<file path="src/rtl/led_dim_pkg.sv">
// Purpose: Shared constants of the LED buck switch and dimming control.
// Assumes: One 20 MHz clock, synchronous active-low reset.
// Notes: Levels are 8-bit fractions of target current, 8'hFF is full current.
//
// Operation
// - Switch off once sense voltage rises above the upper threshold.
// - Switch on once sense voltage falls below the lower threshold.
// - Analog dimming sets sense reference proportional to level, 100% down to 12.5%.
// - Below 12.5% hold reference at 12.5% and modulate output on and off.
// - Hybrid modulation runs at typically 3.4 kHz.
// - Modulation frequency fixed; measured duty maps through hybrid curve.
// - Input duty is high time divided by period.
// - Stage off below off threshold, back on above higher on threshold.
// - Abrupt dimming changes, including dim-to-off, ramp current softly.
// - Duty sets ramp target, input frequency sets ramp speed.
// - Step count depends on distance; ramp ends at target in time.
// - Small dimming changes apply directly without ramping.
// - Open dimming input means full level with full soft-start.
// - Low power mode after shutdown low longer than low qualification time.
// - Leave low power after shutdown high longer than high qualification time.
// - Over-temperature stops switching until release indication, with hysteresis.
// - Over-temperature waits for clearing and never causes low power mode.
// - Gate-drive undervoltage lock pauses switching until it clears.
package led_dim_pkg;
    localparam int CLK_HZ = 20000000;
    localparam int CLK_NS = 50;
    // Hybrid modulation frequency; the period count rounds down.
    localparam int HYB_FREQ_HZ = 3400;
    localparam int HYB_PERIOD_CYC = CLK_HZ / HYB_FREQ_HZ;
    localparam int HYB_W = 13;
    // No rising input edge for this long means a static dimming pin.
    localparam int DIM_TIMEOUT_US = 5000;
    localparam int DIM_TIMEOUT_CYC = DIM_TIMEOUT_US * (CLK_HZ / 1000000);
    localparam int CNT_W = 17;
    // Shutdown qualification times.
    localparam int SD_LO_US = 100;
    localparam int SD_HI_US = 100;
    localparam int SD_LO_CYC = SD_LO_US * (CLK_HZ / 1000000);
    localparam int SD_HI_CYC = SD_HI_US * (CLK_HZ / 1000000);
    localparam int LVL_W = 8;
    localparam logic [7:0] LEVEL_FULL = 8'hFF;
    localparam logic [7:0] LEVEL_ZERO = 8'h00;
    localparam logic [7:0] HYB_FLOOR = 8'h20;
    localparam logic [7:0] OFF_TH_DEF = 8'h01;
    localparam logic [7:0] ON_TH_DEF = 8'h03;
    localparam logic [7:0] SMALL_STEP_DEF = 8'h04;
    localparam int RAMP_SHIFT_DEF = 2;
    localparam int SYNC_N = 7;
    typedef enum logic [0:0] {DIV_IDLE, DIV_RUN} div_state_t;
endpackage

</file>
<file path="src/rtl/shutdown_qualifier.sv">
// Purpose: Qualify the synchronised active-low shutdown level into low power mode.
// Assumes: level_in is already synchronised to clk_in.
// Notes: A glitch shorter than the qualification time restarts the count.
module shutdown_qualifier #(
    parameter int LO_CYC = led_dim_pkg::SD_LO_CYC,
    parameter int HI_CYC = led_dim_pkg::SD_HI_CYC
) (
    input wire logic clk_in,
    input wire logic rst_b_in,
    input wire logic level_in,
    output logic low_power_out
);
    import led_dim_pkg::*;

    logic lp_q, lp_d;
    logic [CNT_W-1:0] cnt_q, cnt_d;
    logic [CNT_W-1:0] limit;
    logic disagree;

    // ****************************************
    // Qualification counter
    // ****************************************
    // The count runs only while the pin disagrees with the present mode.
    always_comb begin
        limit = lp_q ? CNT_W'(HI_CYC) : CNT_W'(LO_CYC);
        disagree = lp_q ? level_in : !level_in;
        lp_d = lp_q;
        cnt_d = '0;
        if (disagree) begin
            if (cnt_q == limit) begin
                lp_d = !lp_q;
            end else begin
                cnt_d = cnt_q + 1'b1;
            end
        end
    end

    always_ff @(posedge clk_in) begin
        if (!rst_b_in) begin
            lp_q <= 1'b0;
            cnt_q <= '0;
        end else begin
            lp_q <= lp_d;
            cnt_q <= cnt_d;
        end
    end

    assign low_power_out = lp_q;
endmodule

</file>
<file path="src/rtl/led_buck_dimming_control.sv">
// Purpose: Hysteretic switch gating, PWM duty measurement, soft ramp and hybrid dimming.
// Assumes: All pin inputs are asynchronous; the analog comparators use sense_ref_out.
// Notes: Comparator results arrive two cycles late through the synchronisers.
module led_buck_dimming_control #(
    parameter int HYB_PERIOD = led_dim_pkg::HYB_PERIOD_CYC,
    parameter int DIM_TIMEOUT = led_dim_pkg::DIM_TIMEOUT_CYC,
    parameter int SD_LO = led_dim_pkg::SD_LO_CYC,
    parameter int SD_HI = led_dim_pkg::SD_HI_CYC,
    parameter logic [7:0] OFF_TH = led_dim_pkg::OFF_TH_DEF,
    parameter logic [7:0] ON_TH = led_dim_pkg::ON_TH_DEF,
    parameter logic [7:0] SMALL_STEP = led_dim_pkg::SMALL_STEP_DEF,
    parameter int RAMP_SHIFT = led_dim_pkg::RAMP_SHIFT_DEF
) (
    input wire logic clk_in,
    input wire logic rst_b_in,
    input wire logic dim_pwm_in,
    input wire logic shutdown_n_input_in,
    input wire logic upper_sense_threshold_in,
    input wire logic lower_sense_threshold_in,
    input wire logic overtemp_trip_level_in,
    input wire logic overtemp_release_level_in,
    input wire logic gate_drive_undervolt_lock_in,
    output logic switch_on_out,
    output logic [led_dim_pkg::LVL_W-1:0] sense_ref_out,
    output logic hybrid_active_out,
    output logic low_power_out,
    output logic stage_on_out,
    output logic [led_dim_pkg::LVL_W-1:0] duty_out,
    output logic [led_dim_pkg::LVL_W-1:0] ramp_level_out
);
    import led_dim_pkg::*;

    // ****************************************
    // Input synchronisers
    // ****************************************
    logic [SYNC_N-1:0] meta_q, sync_q;
    logic dim_s, sd_s, cs_hi_s, cs_lo_s, ot_trip_s, ot_rel_s, gate_drive_undervolt_lock_s;

    // Every pin passes two flip-flops; only sync_q is read by logic.
    always_ff @(posedge clk_in) begin
        if (!rst_b_in) begin
            meta_q <= '0;
            sync_q <= '0;
        end else begin
            meta_q <= {dim_pwm_in, shutdown_n_input_in, upper_sense_threshold_in,
                       lower_sense_threshold_in, overtemp_trip_level_in,
                       overtemp_release_level_in, gate_drive_undervolt_lock_in};
            sync_q <= meta_q;
        end
    end

    assign {dim_s, sd_s, cs_hi_s, cs_lo_s, ot_trip_s, ot_rel_s, gate_drive_undervolt_lock_s} = sync_q;

    // ****************************************
    // Low power mode
    // ****************************************
    logic lp;

    shutdown_qualifier #(
        .LO_CYC(SD_LO),
        .HI_CYC(SD_HI)
    ) u_sd_qual (
        .clk_in(clk_in),
        .rst_b_in(rst_b_in),
        .level_in(sd_s),
        .low_power_out(lp)
    );

    // ****************************************
    // Duty measurement
    // ****************************************
    logic dim_prev_q, dim_prev_d;
    logic seen_q, seen_d;
    logic [CNT_W-1:0] per_cnt_q, per_cnt_d, hi_cnt_q, hi_cnt_d, per_l_q, per_l_d;
    logic [CNT_W:0] rem_q, rem_d, shifted;
    logic [7:0] quo_q, quo_d, duty_q, duty_d;
    logic [2:0] bit_q, bit_d;
    div_state_t div_q, div_d;
    logic tick_q, tick_d;
    logic rise, timeout;

    // Period and high time are counted in clocks from one rising edge to the next.
    // A restoring divider then forms high * 256 / period over eight cycles.
    always_comb begin
        rise = dim_s && !dim_prev_q;
        timeout = (per_cnt_q == CNT_W'(DIM_TIMEOUT));
        dim_prev_d = dim_s;
        seen_d = seen_q;
        per_cnt_d = per_cnt_q + 1'b1;
        hi_cnt_d = hi_cnt_q + {{(CNT_W-1){1'b0}}, dim_s};
        per_l_d = per_l_q;
        rem_d = rem_q;
        quo_d = quo_q;
        bit_d = bit_q;
        div_d = div_q;
        duty_d = duty_q;
        tick_d = 1'b0;
        shifted = {rem_q[CNT_W-1:0], 1'b0};
        if (rise) begin
            per_cnt_d = {{(CNT_W-1){1'b0}}, 1'b1};
            hi_cnt_d = {{(CNT_W-1){1'b0}}, 1'b1};
            seen_d = 1'b1;
            if (seen_q && div_q == DIV_IDLE) begin
                per_l_d = per_cnt_q;
                rem_d = {1'b0, hi_cnt_q};
                quo_d = 8'h00;
                bit_d = 3'h0;
                div_d = DIV_RUN;
            end
        end else if (timeout) begin
            per_cnt_d = '0;
            hi_cnt_d = '0;
            seen_d = 1'b0;
            duty_d = dim_s ? LEVEL_FULL : LEVEL_ZERO;
            tick_d = 1'b1;
        end
        case (div_q)
            DIV_IDLE: begin
            end
            DIV_RUN: begin
                if (shifted >= {1'b0, per_l_q}) begin
                    rem_d = shifted - {1'b0, per_l_q};
                    quo_d = {quo_q[6:0], 1'b1};
                end else begin
                    rem_d = shifted;
                    quo_d = {quo_q[6:0], 1'b0};
                end
                bit_d = bit_q + 1'b1;
                if (bit_q == 3'h7) begin
                    duty_d = quo_d;
                    tick_d = 1'b1;
                    div_d = DIV_IDLE;
                end
            end
            default: div_d = DIV_IDLE;
        endcase
    end

    always_ff @(posedge clk_in) begin
        if (!rst_b_in) begin
            dim_prev_q <= 1'b0;
            seen_q <= 1'b0;
            per_cnt_q <= '0;
            hi_cnt_q <= '0;
            per_l_q <= '0;
            rem_q <= '0;
            quo_q <= 8'h00;
            bit_q <= 3'h0;
            div_q <= DIV_IDLE;
            duty_q <= LEVEL_ZERO;
            tick_q <= 1'b0;
        end else begin
            dim_prev_q <= dim_prev_d;
            seen_q <= seen_d;
            per_cnt_q <= per_cnt_d;
            hi_cnt_q <= hi_cnt_d;
            per_l_q <= per_l_d;
            rem_q <= rem_d;
            quo_q <= quo_d;
            bit_q <= bit_d;
            div_q <= div_d;
            duty_q <= duty_d;
            tick_q <= tick_d;
        end
    end

    // ****************************************
    // Dim-to-off and soft ramp
    // ****************************************
    logic stage_on_q, stage_on_d;
    logic [7:0] ramp_q, ramp_d, target, diff, step;

    // Outside low power the ramp moves only on a measured period or a pin timeout, so a slow input ramps slowly.
    // Large distances take big steps first, which bounds the number of periods.
    always_comb begin
        stage_on_d = stage_on_q;
        ramp_d = ramp_q;
        if (tick_q) begin
            if (stage_on_q) begin
                stage_on_d = !(duty_q < OFF_TH);
            end else begin
                stage_on_d = duty_q > ON_TH;
            end
        end
        target = stage_on_d ? duty_q : LEVEL_ZERO;
        diff = (target > ramp_q) ? target - ramp_q : ramp_q - target;
        step = (diff >> RAMP_SHIFT) + 8'h01;
        if (lp) begin
            ramp_d = LEVEL_ZERO;
        end else if (tick_q) begin
            if (diff <= SMALL_STEP) begin
                ramp_d = target;
            end else if (target > ramp_q) begin
                ramp_d = ramp_q + step;
            end else begin
                ramp_d = ramp_q - step;
            end
        end
    end

    always_ff @(posedge clk_in) begin
        if (!rst_b_in) begin
            stage_on_q <= 1'b1;
            ramp_q <= LEVEL_ZERO;
        end else begin
            stage_on_q <= stage_on_d;
            ramp_q <= ramp_d;
        end
    end

    // ****************************************
    // Hybrid modulation and reference
    // ****************************************
    logic [HYB_W-1:0] hyb_cnt_q, hyb_cnt_d;
    logic [HYB_W+7:0] prod;
    logic [7:0] mod_cmp, ref_q, ref_d;
    logic hybrid, mod_on, hyb_q;

    // The modulation counter runs free, unrelated to the input frequency.
    // Below the floor the level scales by eight into a modulation duty.
    always_comb begin
        hyb_cnt_d = (hyb_cnt_q == HYB_W'(HYB_PERIOD - 1)) ? '0 : hyb_cnt_q + 1'b1;
        hybrid = ramp_q < HYB_FLOOR;
        mod_cmp = {ramp_q[4:0], 3'b000};
        prod = {{HYB_W{1'b0}}, mod_cmp} * {8'h00, HYB_W'(HYB_PERIOD)};
        mod_on = hyb_cnt_q < prod[HYB_W+7:8];
        ref_d = hybrid ? HYB_FLOOR : ramp_q;
    end

    always_ff @(posedge clk_in) begin
        if (!rst_b_in) begin
            hyb_cnt_q <= '0;
            ref_q <= HYB_FLOOR;
            hyb_q <= 1'b1;
        end else begin
            hyb_cnt_q <= hyb_cnt_d;
            ref_q <= ref_d;
            hyb_q <= hybrid;
        end
    end

    // ****************************************
    // Protection and switch gating
    // ****************************************
    logic ot_q, ot_d, sw_q, sw_d, run;

    // Over-temperature has its own latch; it only blocks switching and
    // leaves the low power mode to the shutdown pin alone.
    always_comb begin
        ot_d = ot_q;
        if (ot_trip_s) begin
            ot_d = 1'b1;
        end else if (ot_rel_s) begin
            ot_d = 1'b0;
        end
        run = !lp && !ot_q && !gate_drive_undervolt_lock_s && ramp_q != LEVEL_ZERO && (!hybrid || mod_on);
        sw_d = sw_q;
        if (!run) begin
            sw_d = 1'b0;
        end else if (cs_hi_s) begin
            sw_d = 1'b0;
        end else if (cs_lo_s) begin
            sw_d = 1'b1;
        end
    end

    always_ff @(posedge clk_in) begin
        if (!rst_b_in) begin
            ot_q <= 1'b0;
            sw_q <= 1'b0;
        end else begin
            ot_q <= ot_d;
            sw_q <= sw_d;
        end
    end

    assign switch_on_out = sw_q;
    assign sense_ref_out = ref_q;
    assign hybrid_active_out = hyb_q;
    assign low_power_out = lp;
    assign stage_on_out = stage_on_q;
    assign duty_out = duty_q;
    assign ramp_level_out = ramp_q;
endmodule

</file>
<file path="config.mk">
export PLATFORM = sky130hd
export DESIGN_NAME = led_buck_dimming_control
export DESIGN_NICKNAME = d
export VERILOG_FILES = /design/src/rtl/led_dim_pkg.sv /design/src/rtl/shutdown_qualifier.sv /design/src/rtl/led_buck_dimming_control.sv
export SDC_FILE = /design/constraint.sdc
export NUM_CORES = 1
export LEC_CHECK = 0
export ABC_AREA = 1
export BUFFER_PORTS_ARGS = -buffer_cell sky130_fd_sc_hd__clkbuf_2
export CAP_MARGIN = 20
export CELL_PAD_IN_SITES_DETAIL_PLACEMENT = 0
export CELL_PAD_IN_SITES_GLOBAL_PLACEMENT = 1
export CORE_UTILIZATION = 45
export DETAILED_ROUTE_END_ITERATION = 8
export PLACE_DENSITY_LB_ADDON = 0.1
export SLEW_MARGIN = 15
export SYNTH_ARGS = -nofsm -noshare
export SYNTH_HDL_FRONTEND = slang
export SYNTH_SLANG_ARGS = --single-unit
</file>
<file path="constraint.sdc">
create_clock -name clk_in -period 4.8 [get_ports clk_in]
set_input_delay 0.48 -clock clk_in [delete_from_list [all_inputs] [get_ports clk_in]]
set_output_delay 0.48 -clock clk_in [all_outputs]
set_load 0.005 [all_outputs]
</file>
==> results.toml, run 1 <==
[run_status]
status = "completed"

[synthesis]
synthCells = 1380
synth_nets = 1501
synth.largest_area_cell = "dfxtp_1"
yosysWarnings = 0
ys_types = 44
synthTopCellsByArea = "dfxtp_1 (32%), ha_1 (12%), nand2_1 (9.8%)"
syn_avg_cell_area_um2 = 7.13
synth_ff_type = "dfxtp_1"
ys_seq_area_share_pct = 31.5
synth_seq_cells = 155
synth_top_area_share_pct = 31.5
async_flop_share_pct = 0
synth_edf_count = 0
netlist_area_um2 = 9840

[sta]
post-route-min-period_ns = 4.43
skew_ns = 0.0130
fin_setup_tns_ns = 0
maxSlewHeadroom_pct = 52.5
hold_viol_final = 0
finalCritPeriodShare_pct = 92.3
setup_viol = 0
fmax_mhz = 226
fin_ws_ns = 0.372
whs_ns = 0.233
tightest_slew_ns = 0.705
slew_viol_final = 0

[detailed_routing]
vias = 8595
drt_first_pass_iters = 4
ant_nets = 0
wl_per_cell_um = 13.3
drt_iter0_markers = 413
drt-total-wl_mm = 23.0
drc = 0
vias_per_cell = 4.97

[job]
maxCapViolations = 0

[clocking]
cts_tree = "yes"
cts_made_buffers = 17
cts.path.max_buffers = 2
cts.clk_slew.worst_paths_ns = 0.07
clk_latency_ns = 0.43
cts-root-buf = "clkbuf_16"
cts.sinks = 155
cts_max_level = 4

[finish]
fin_cells = 1731
diodes = 0
area_growth_syn_to_layout_pct = 14.4
drive_gt1_share_pct = 11.8
fin_nets = 1564
design_area_um2 = 11300
utilization_pct = 53.1

[floorplan]
core_um2 = 21200
io_pins = 37
start_util_pct = 46.4
num_rows = 53
die-area_um2 = 22500
die_w_um = 150
die_y_um = 150

[power]
clkPwrFrac_pct = 44.5
p_leak_nw = 5.13
intPower_mw = 2.09
power.total_mw = 2.91
power_frac_seq_pct = 45.4
p_sw_mw = 0.815
vdd_drop_max_mv = 0.243
p_per_area_nw_per_um2 = 258
swShare_pct = 28.1
p_comb_share_pct = 10.1

[worst_setup_path]
cp-start-kind = "flop"
crit_arrival_ns = 4.78
crit_required_ns = 5.15
critPathMaxFanout = 7
crit_type = "reg2reg"
r2r_slack_ns = 0.37
crit_path_end_kind = "flop"

[placement]
dp_slack_ns = 0.0691
dpl.hpwl_mm = 17.5
dpl.cell_count = 1698
place_congestion = 0.836
dpl_cell_area_um2 = 10500
portBuffers = 36

[min_path]
min_path_type = "in2reg"

[grt]
grt_usage_pct = 21.3
antenna_found_initial = 0
grt_overflow = 0
grt_max_degree = 62
grt_pass1_vias = 8031
grt_pass1_wl_mm = 38.2
-- registers in the layout, summed over array words and instances, names as in the netlist, 3 cells and up --
name,count
bit_q,3
rem_q,17
hi_cnt_q,17
quo_q,7
per_cnt_q,17
per_l_q,17
ramp_level_out,8
sense_ref_out,8
duty_out,8
u_sd_qual.cnt_q,17
meta_q,7
hyb_cnt_q,13
sync_q,7
-- kinds of logic after synthesis --
| logic type | Yosys count | share of synthesized area, % |
|---|---|---|
| XOR/XNOR | 46 | 4.09 |
| adder cells (fa/ha/maj) | 112 | 15.6 |
| buffers and inverters | 273 | 10.5 |
| AND/OR/NAND/NOR | 514 | 22.5 |
| flip-flops | 155 | 31.5 |
| AO/OA/AOI/OAI | 280 | 15.7 |
-- per-layer routing --
metal	global-route usage, %	routed length [um]
met5	0	0
met2	35.6	10800
met3	3.17	426
met1	28.4	11400
met4	5.51	282
-- power groups by stage --
stage               Combinational [mW]  Sequential (mW)  Clock (mW)
CTS                              0.294             1.32        1.33
global placement                 0.291             1.35           0
detailed placement               0.291             1.35           0
floorplan                        0.218             1.35           0
finish                           0.294             1.32        1.29
global route                     0.337             1.32        1.38
-- synthesized netlist by cell type, types with 2 or more instances --
master	instances
a21boi_0	2
a21o_1	3
a21oi_1	145
a21oi_2	3
a221oi_1	4
a31oi_1	4
and2_1	3
buf_2	2
clkbuf_1	23
clkinv_1	5
dfxtp_1	155
fa_1	18
ha_1	94
inv_1	236
inv_2	4
nand2_1	257
nand2_2	12
nand3_1	50
nand4_1	18
nor2_1	118
nor2_2	4
nor3_1	21
nor3b_1	15
nor4_1	10
o2111ai_1	3
o211ai_1	11
o21a_1	8
o21ai_0	82
o21ai_1	4
o21bai_1	2
o31ai_1	5
or2_2	3
xnor2_1	17
xor2_1	29
-- cell usage in the layout (no fill, tap or decap), drive strengths merged, types with 4 or more instances in the layout --
cell type,netlist,layout
xor2,29,29
o21a,8,8
xnor2,17,17
nor2,122,122
a31oi,4,4
a21oi,148,148
o21ai,86,86
nand2,270,270
o31ai,5,5
dfxtp,155,155
nor3b,15,15
ha,94,94
nor3,21,21
a221oi,4,4
fa,18,18
clkbuf,23,54
nand4,18,18
o211ai,11,11
buf,5,36
inv,240,247
nor4,10,10
nand3,51,51
clkinv,5,9
-- final cells by class --
cell class                      count  area, um2
Clock inverter                     14        133
Inverter                          245        922
Clock buffer                       18        429
Tap cell                          275        344
Sequential cell                   155       3110
Fill cell                        2107       9960
Timing Repair Buffer               72        450
Multi-Input combinational cell    952       5870
-- what timing repair did --
action                     CTS  global route
setup buffers                0             1
setup endpoints to repair    0             3
gates resized for setup      0            50
hold buffers                 0             0
-- worst max-delay path, cell delays in order, from the launching register on --
cell and delay, ns:
dfxtp_4 0.37, fa_2 0.61, inv_1 0.06, fa_1 0.47
inv_1 0.05, fa_1 0.45, ha_1 0.35, a21oi_1 0.16
and2_1 0.21, o221ai_1 0.17, a21oi_1 0.16, o21bai_1 0.11
a21oi_1 0.14, nor2_1 0.05, nor2_1 0.10, xor2_1 0.18
ha_1 0.25, nand2_1 0.07, o21ai_0 0.08, a21oi_1 0.13
nand2_1 0.07, a21oi_1 0.11
-- final timing paths --
kind | from | end | cells past startpoint
worst max-delay path | ramp_level_out[2]$_SDFFE_PP0P_ | switch_on_out$_SDFFE_PP0P_ | 21
worst min-delay path | upper_sense_threshold_in | meta_q[4]$_SDFF_PN0_ | 3
worst min register to register | meta_q[2]$_SDFF_PN0_ | sync_q[2]$_SDFF_PN0_ | 2
worst max register to register | ramp_level_out[2]$_SDFFE_PP0P_ | switch_on_out$_SDFFE_PP0P_ | 21
(Power assumes the default switching activity.)
==> inputs of run 2 (changes only) <==
CORE_UTILIZATION = 46   (was 45)
==> run 2 against run 1 <==
Count of clock-buffer cells in the layout stayed put. Critical endpoint is now ramp_level_out[6]$_SDFFE_PP0P_. Largest cell class unchanged. Largest power group is now clock. Highest routed layer unchanged. Flip-flop and latch count stayed put. Non-clock buffer count is 8 higher. Critical path type unchanged.
==> results.toml, run 2 (synthesis gave the netlist of run 1 again) <==
[sta]
maxSlewHeadroom_pct = 55.9
hold_viol_final = 0
slew_viol_final = 0
tightest_slew_ns = 0.657
skew_ns = 0.0129
fmax_mhz = 218
whs_ns = 0.228
setup_viol = 0
finalCritPeriodShare_pct = 95.7
post-route-min-period_ns = 4.59

[floorplan]
num_rows = 53
core_um2 = 21000
start_util_pct = 46.8
die_w_um = 148
io_pins = 37
die-area_um2 = 22000
die_y_um = 148

[detailed_routing]
ant_nets = 0
drt_iter0_markers = 367
drt-total-wl_mm = 22.9
drc = 0
vias_per_cell = 4.96
vias = 8619
wl_per_cell_um = 13.1
drt_first_pass_iters = 5

[clocking]
cts_max_level = 4
cts.path.max_buffers = 2
cts.clk_slew.worst_paths_ns = 0.07
clk_latency_ns = 0.43
cts_made_buffers = 17
cts_tree = "yes"
cts-root-buf = "clkbuf_16"
cts-hold-fix-buffers = 0
cts.sinks = 155

[worst_setup_path]
crit_arrival_ns = 4.90
slowest_stage = "fa_2"
crit_type = "reg2reg"
cp-start-kind = "flop"
slowest_delay_ns = 0.37
crit_required_ns = 5.11
r2r_slack_ns = 0.21
critPathMaxFanout = 8
reg2reg_to = "ramp_level_out[6]$_SDFFE_PP0P_"
ff2ff_path_depth = 35
worstReg2RegStart = "duty_out[2]$_SDFF_PN0_"
crit_path_end_kind = "flop"
cpMostUsedCell = "nand2_2"

[finish]
nFillCells = 2071
multi_input_area_um2 = 5940
seq_area_um2 = 3110
area_growth_syn_to_layout_pct = 16.5
final_cell_mix = "nand2_1 (252), inv_1 (227), dfxtp_1 (149)"
design_area_um2 = 11500
fin_nets = 1572
drive_gt1_share_pct = 13.0
diodes = 0
final_common_cell = "nand2_1"

[power]
p_leak_nw = 5.24
power_frac_seq_pct = 43.2
p_sw_mw = 0.835
p_per_area_nw_per_um2 = 267
intPower_mw = 2.22
power.total_mw = 3.06
clkPwrFrac_pct = 47.3
p_comb_share_pct = 9.5
swShare_pct = 27.3
vdd_drop_max_mv = 0.218

[placement]
portBuffers = 36
place_congestion = 0.845
dpl_cell_area_um2 = 10500
dpl.hpwl_mm = 17.2

[grt]
grt_usage_pct = 21.5
grt_pass1_vias = 8060
grt_overflow = 0
antenna_found_initial = 0
grt_pass1_wl_mm = 38.0
grt_max_degree = 62

[min_path]
hp-start = "lower_sense_threshold_in"
worstHoldEndpoint = "meta_q[3]$_SDFF_PN0_"
min_path_type = "in2reg"
hold-path-cell-count = 3

[run_status]
status = "completed"

[job]
maxCapViolations = 0
## run 2: critical path, delay by kind of cell (launching register included)
kind / cells / cell delay (ns)
adder cells (fa/ha/maj): 4 / 1.04
XOR/XNOR: 2 / 0.37
AO/OA/AOI/OAI: 7 / 0.69
buffers and inverters: 8 / 0.69
flip-flops: 1 / 0.34
AND/OR/NAND/NOR: 14 / 1.31
## run 2: layout make-up
type / count / share of cell area, %
inverter: 245 / 8.06
clock buffer: 18 / 3.83
tap: 275 / 3.00
sequential: 155 / 27.1
clock inverter: 14 / 1.68
timing repair buffer: 80 / 4.52
multi-input combinational: 952 / 51.8
## run 2: routing by layer
metal  routed length (um)  track usage, %  vias to the layer above  share of wire (%)
met3                  640            3.37                       34                2.8
met5                    0               0                        -                  0
met4                  567            8.09                        0                2.5
met2                10400            35.1                      117                 46
met1                11200            28.4                     3855                 49
li1                     -               -                     4613                  -
## run 2: per-stage QoR
stage,setup WS (ns),cells,TNS (ns),util (%)
2_1_floorplan,0.350,1380,0,-
3_3_place_gp,0.190,1694,0,49.9
3_5_place_dp,0.0557,1695,0,50.0
4_1_cts,0.0389,1727,0,53.0
5_1_grt,-0.0907,1739,-0.128,54.6
6_report,0.207,1739,0,54.6
## run 2: repair_timing
action	4_1_cts	5_1_grt
setup buffers	0	12
endpoints found under the hold margin	0	0
gates resized for setup	0	68
endpoints found under the setup margin	0	5
## run 2: power groups by stage
stage / Clock [mW] / Sequential [mW] / Combinational [mW]
2_1_floorplan: 0 / 1.35 / 0.218
3_3_place_gp: 0 / 1.35 / 0.287
3_5_place_dp: 0 / 1.35 / 0.289
4_1_cts: 1.48 / 1.32 / 0.291
5_1_grt: 1.54 / 1.32 / 0.335
6_report: 1.45 / 1.32 / 0.290
## run 2: worst max path at each step
stage / start / to / depth (start not counted)
floorplan: ramp_level_out[3]$_SDFFE_PP0P_ / switch_on_out$_SDFFE_PP0P_ / 24
global placement: ramp_level_out[3]$_SDFFE_PP0P_ / switch_on_out$_SDFFE_PP0P_ / 23
detailed placement: ramp_level_out[2]$_SDFFE_PP0P_ / switch_on_out$_SDFFE_PP0P_ / 24
CTS: ramp_level_out[2]$_SDFFE_PP0P_ / switch_on_out$_SDFFE_PP0P_ / 24
global route: duty_out[3]$_SDFF_PN0_ / ramp_level_out[6]$_SDFFE_PP0P_ / 35
finish: duty_out[2]$_SDFF_PN0_ / ramp_level_out[6]$_SDFFE_PP0P_ / 35
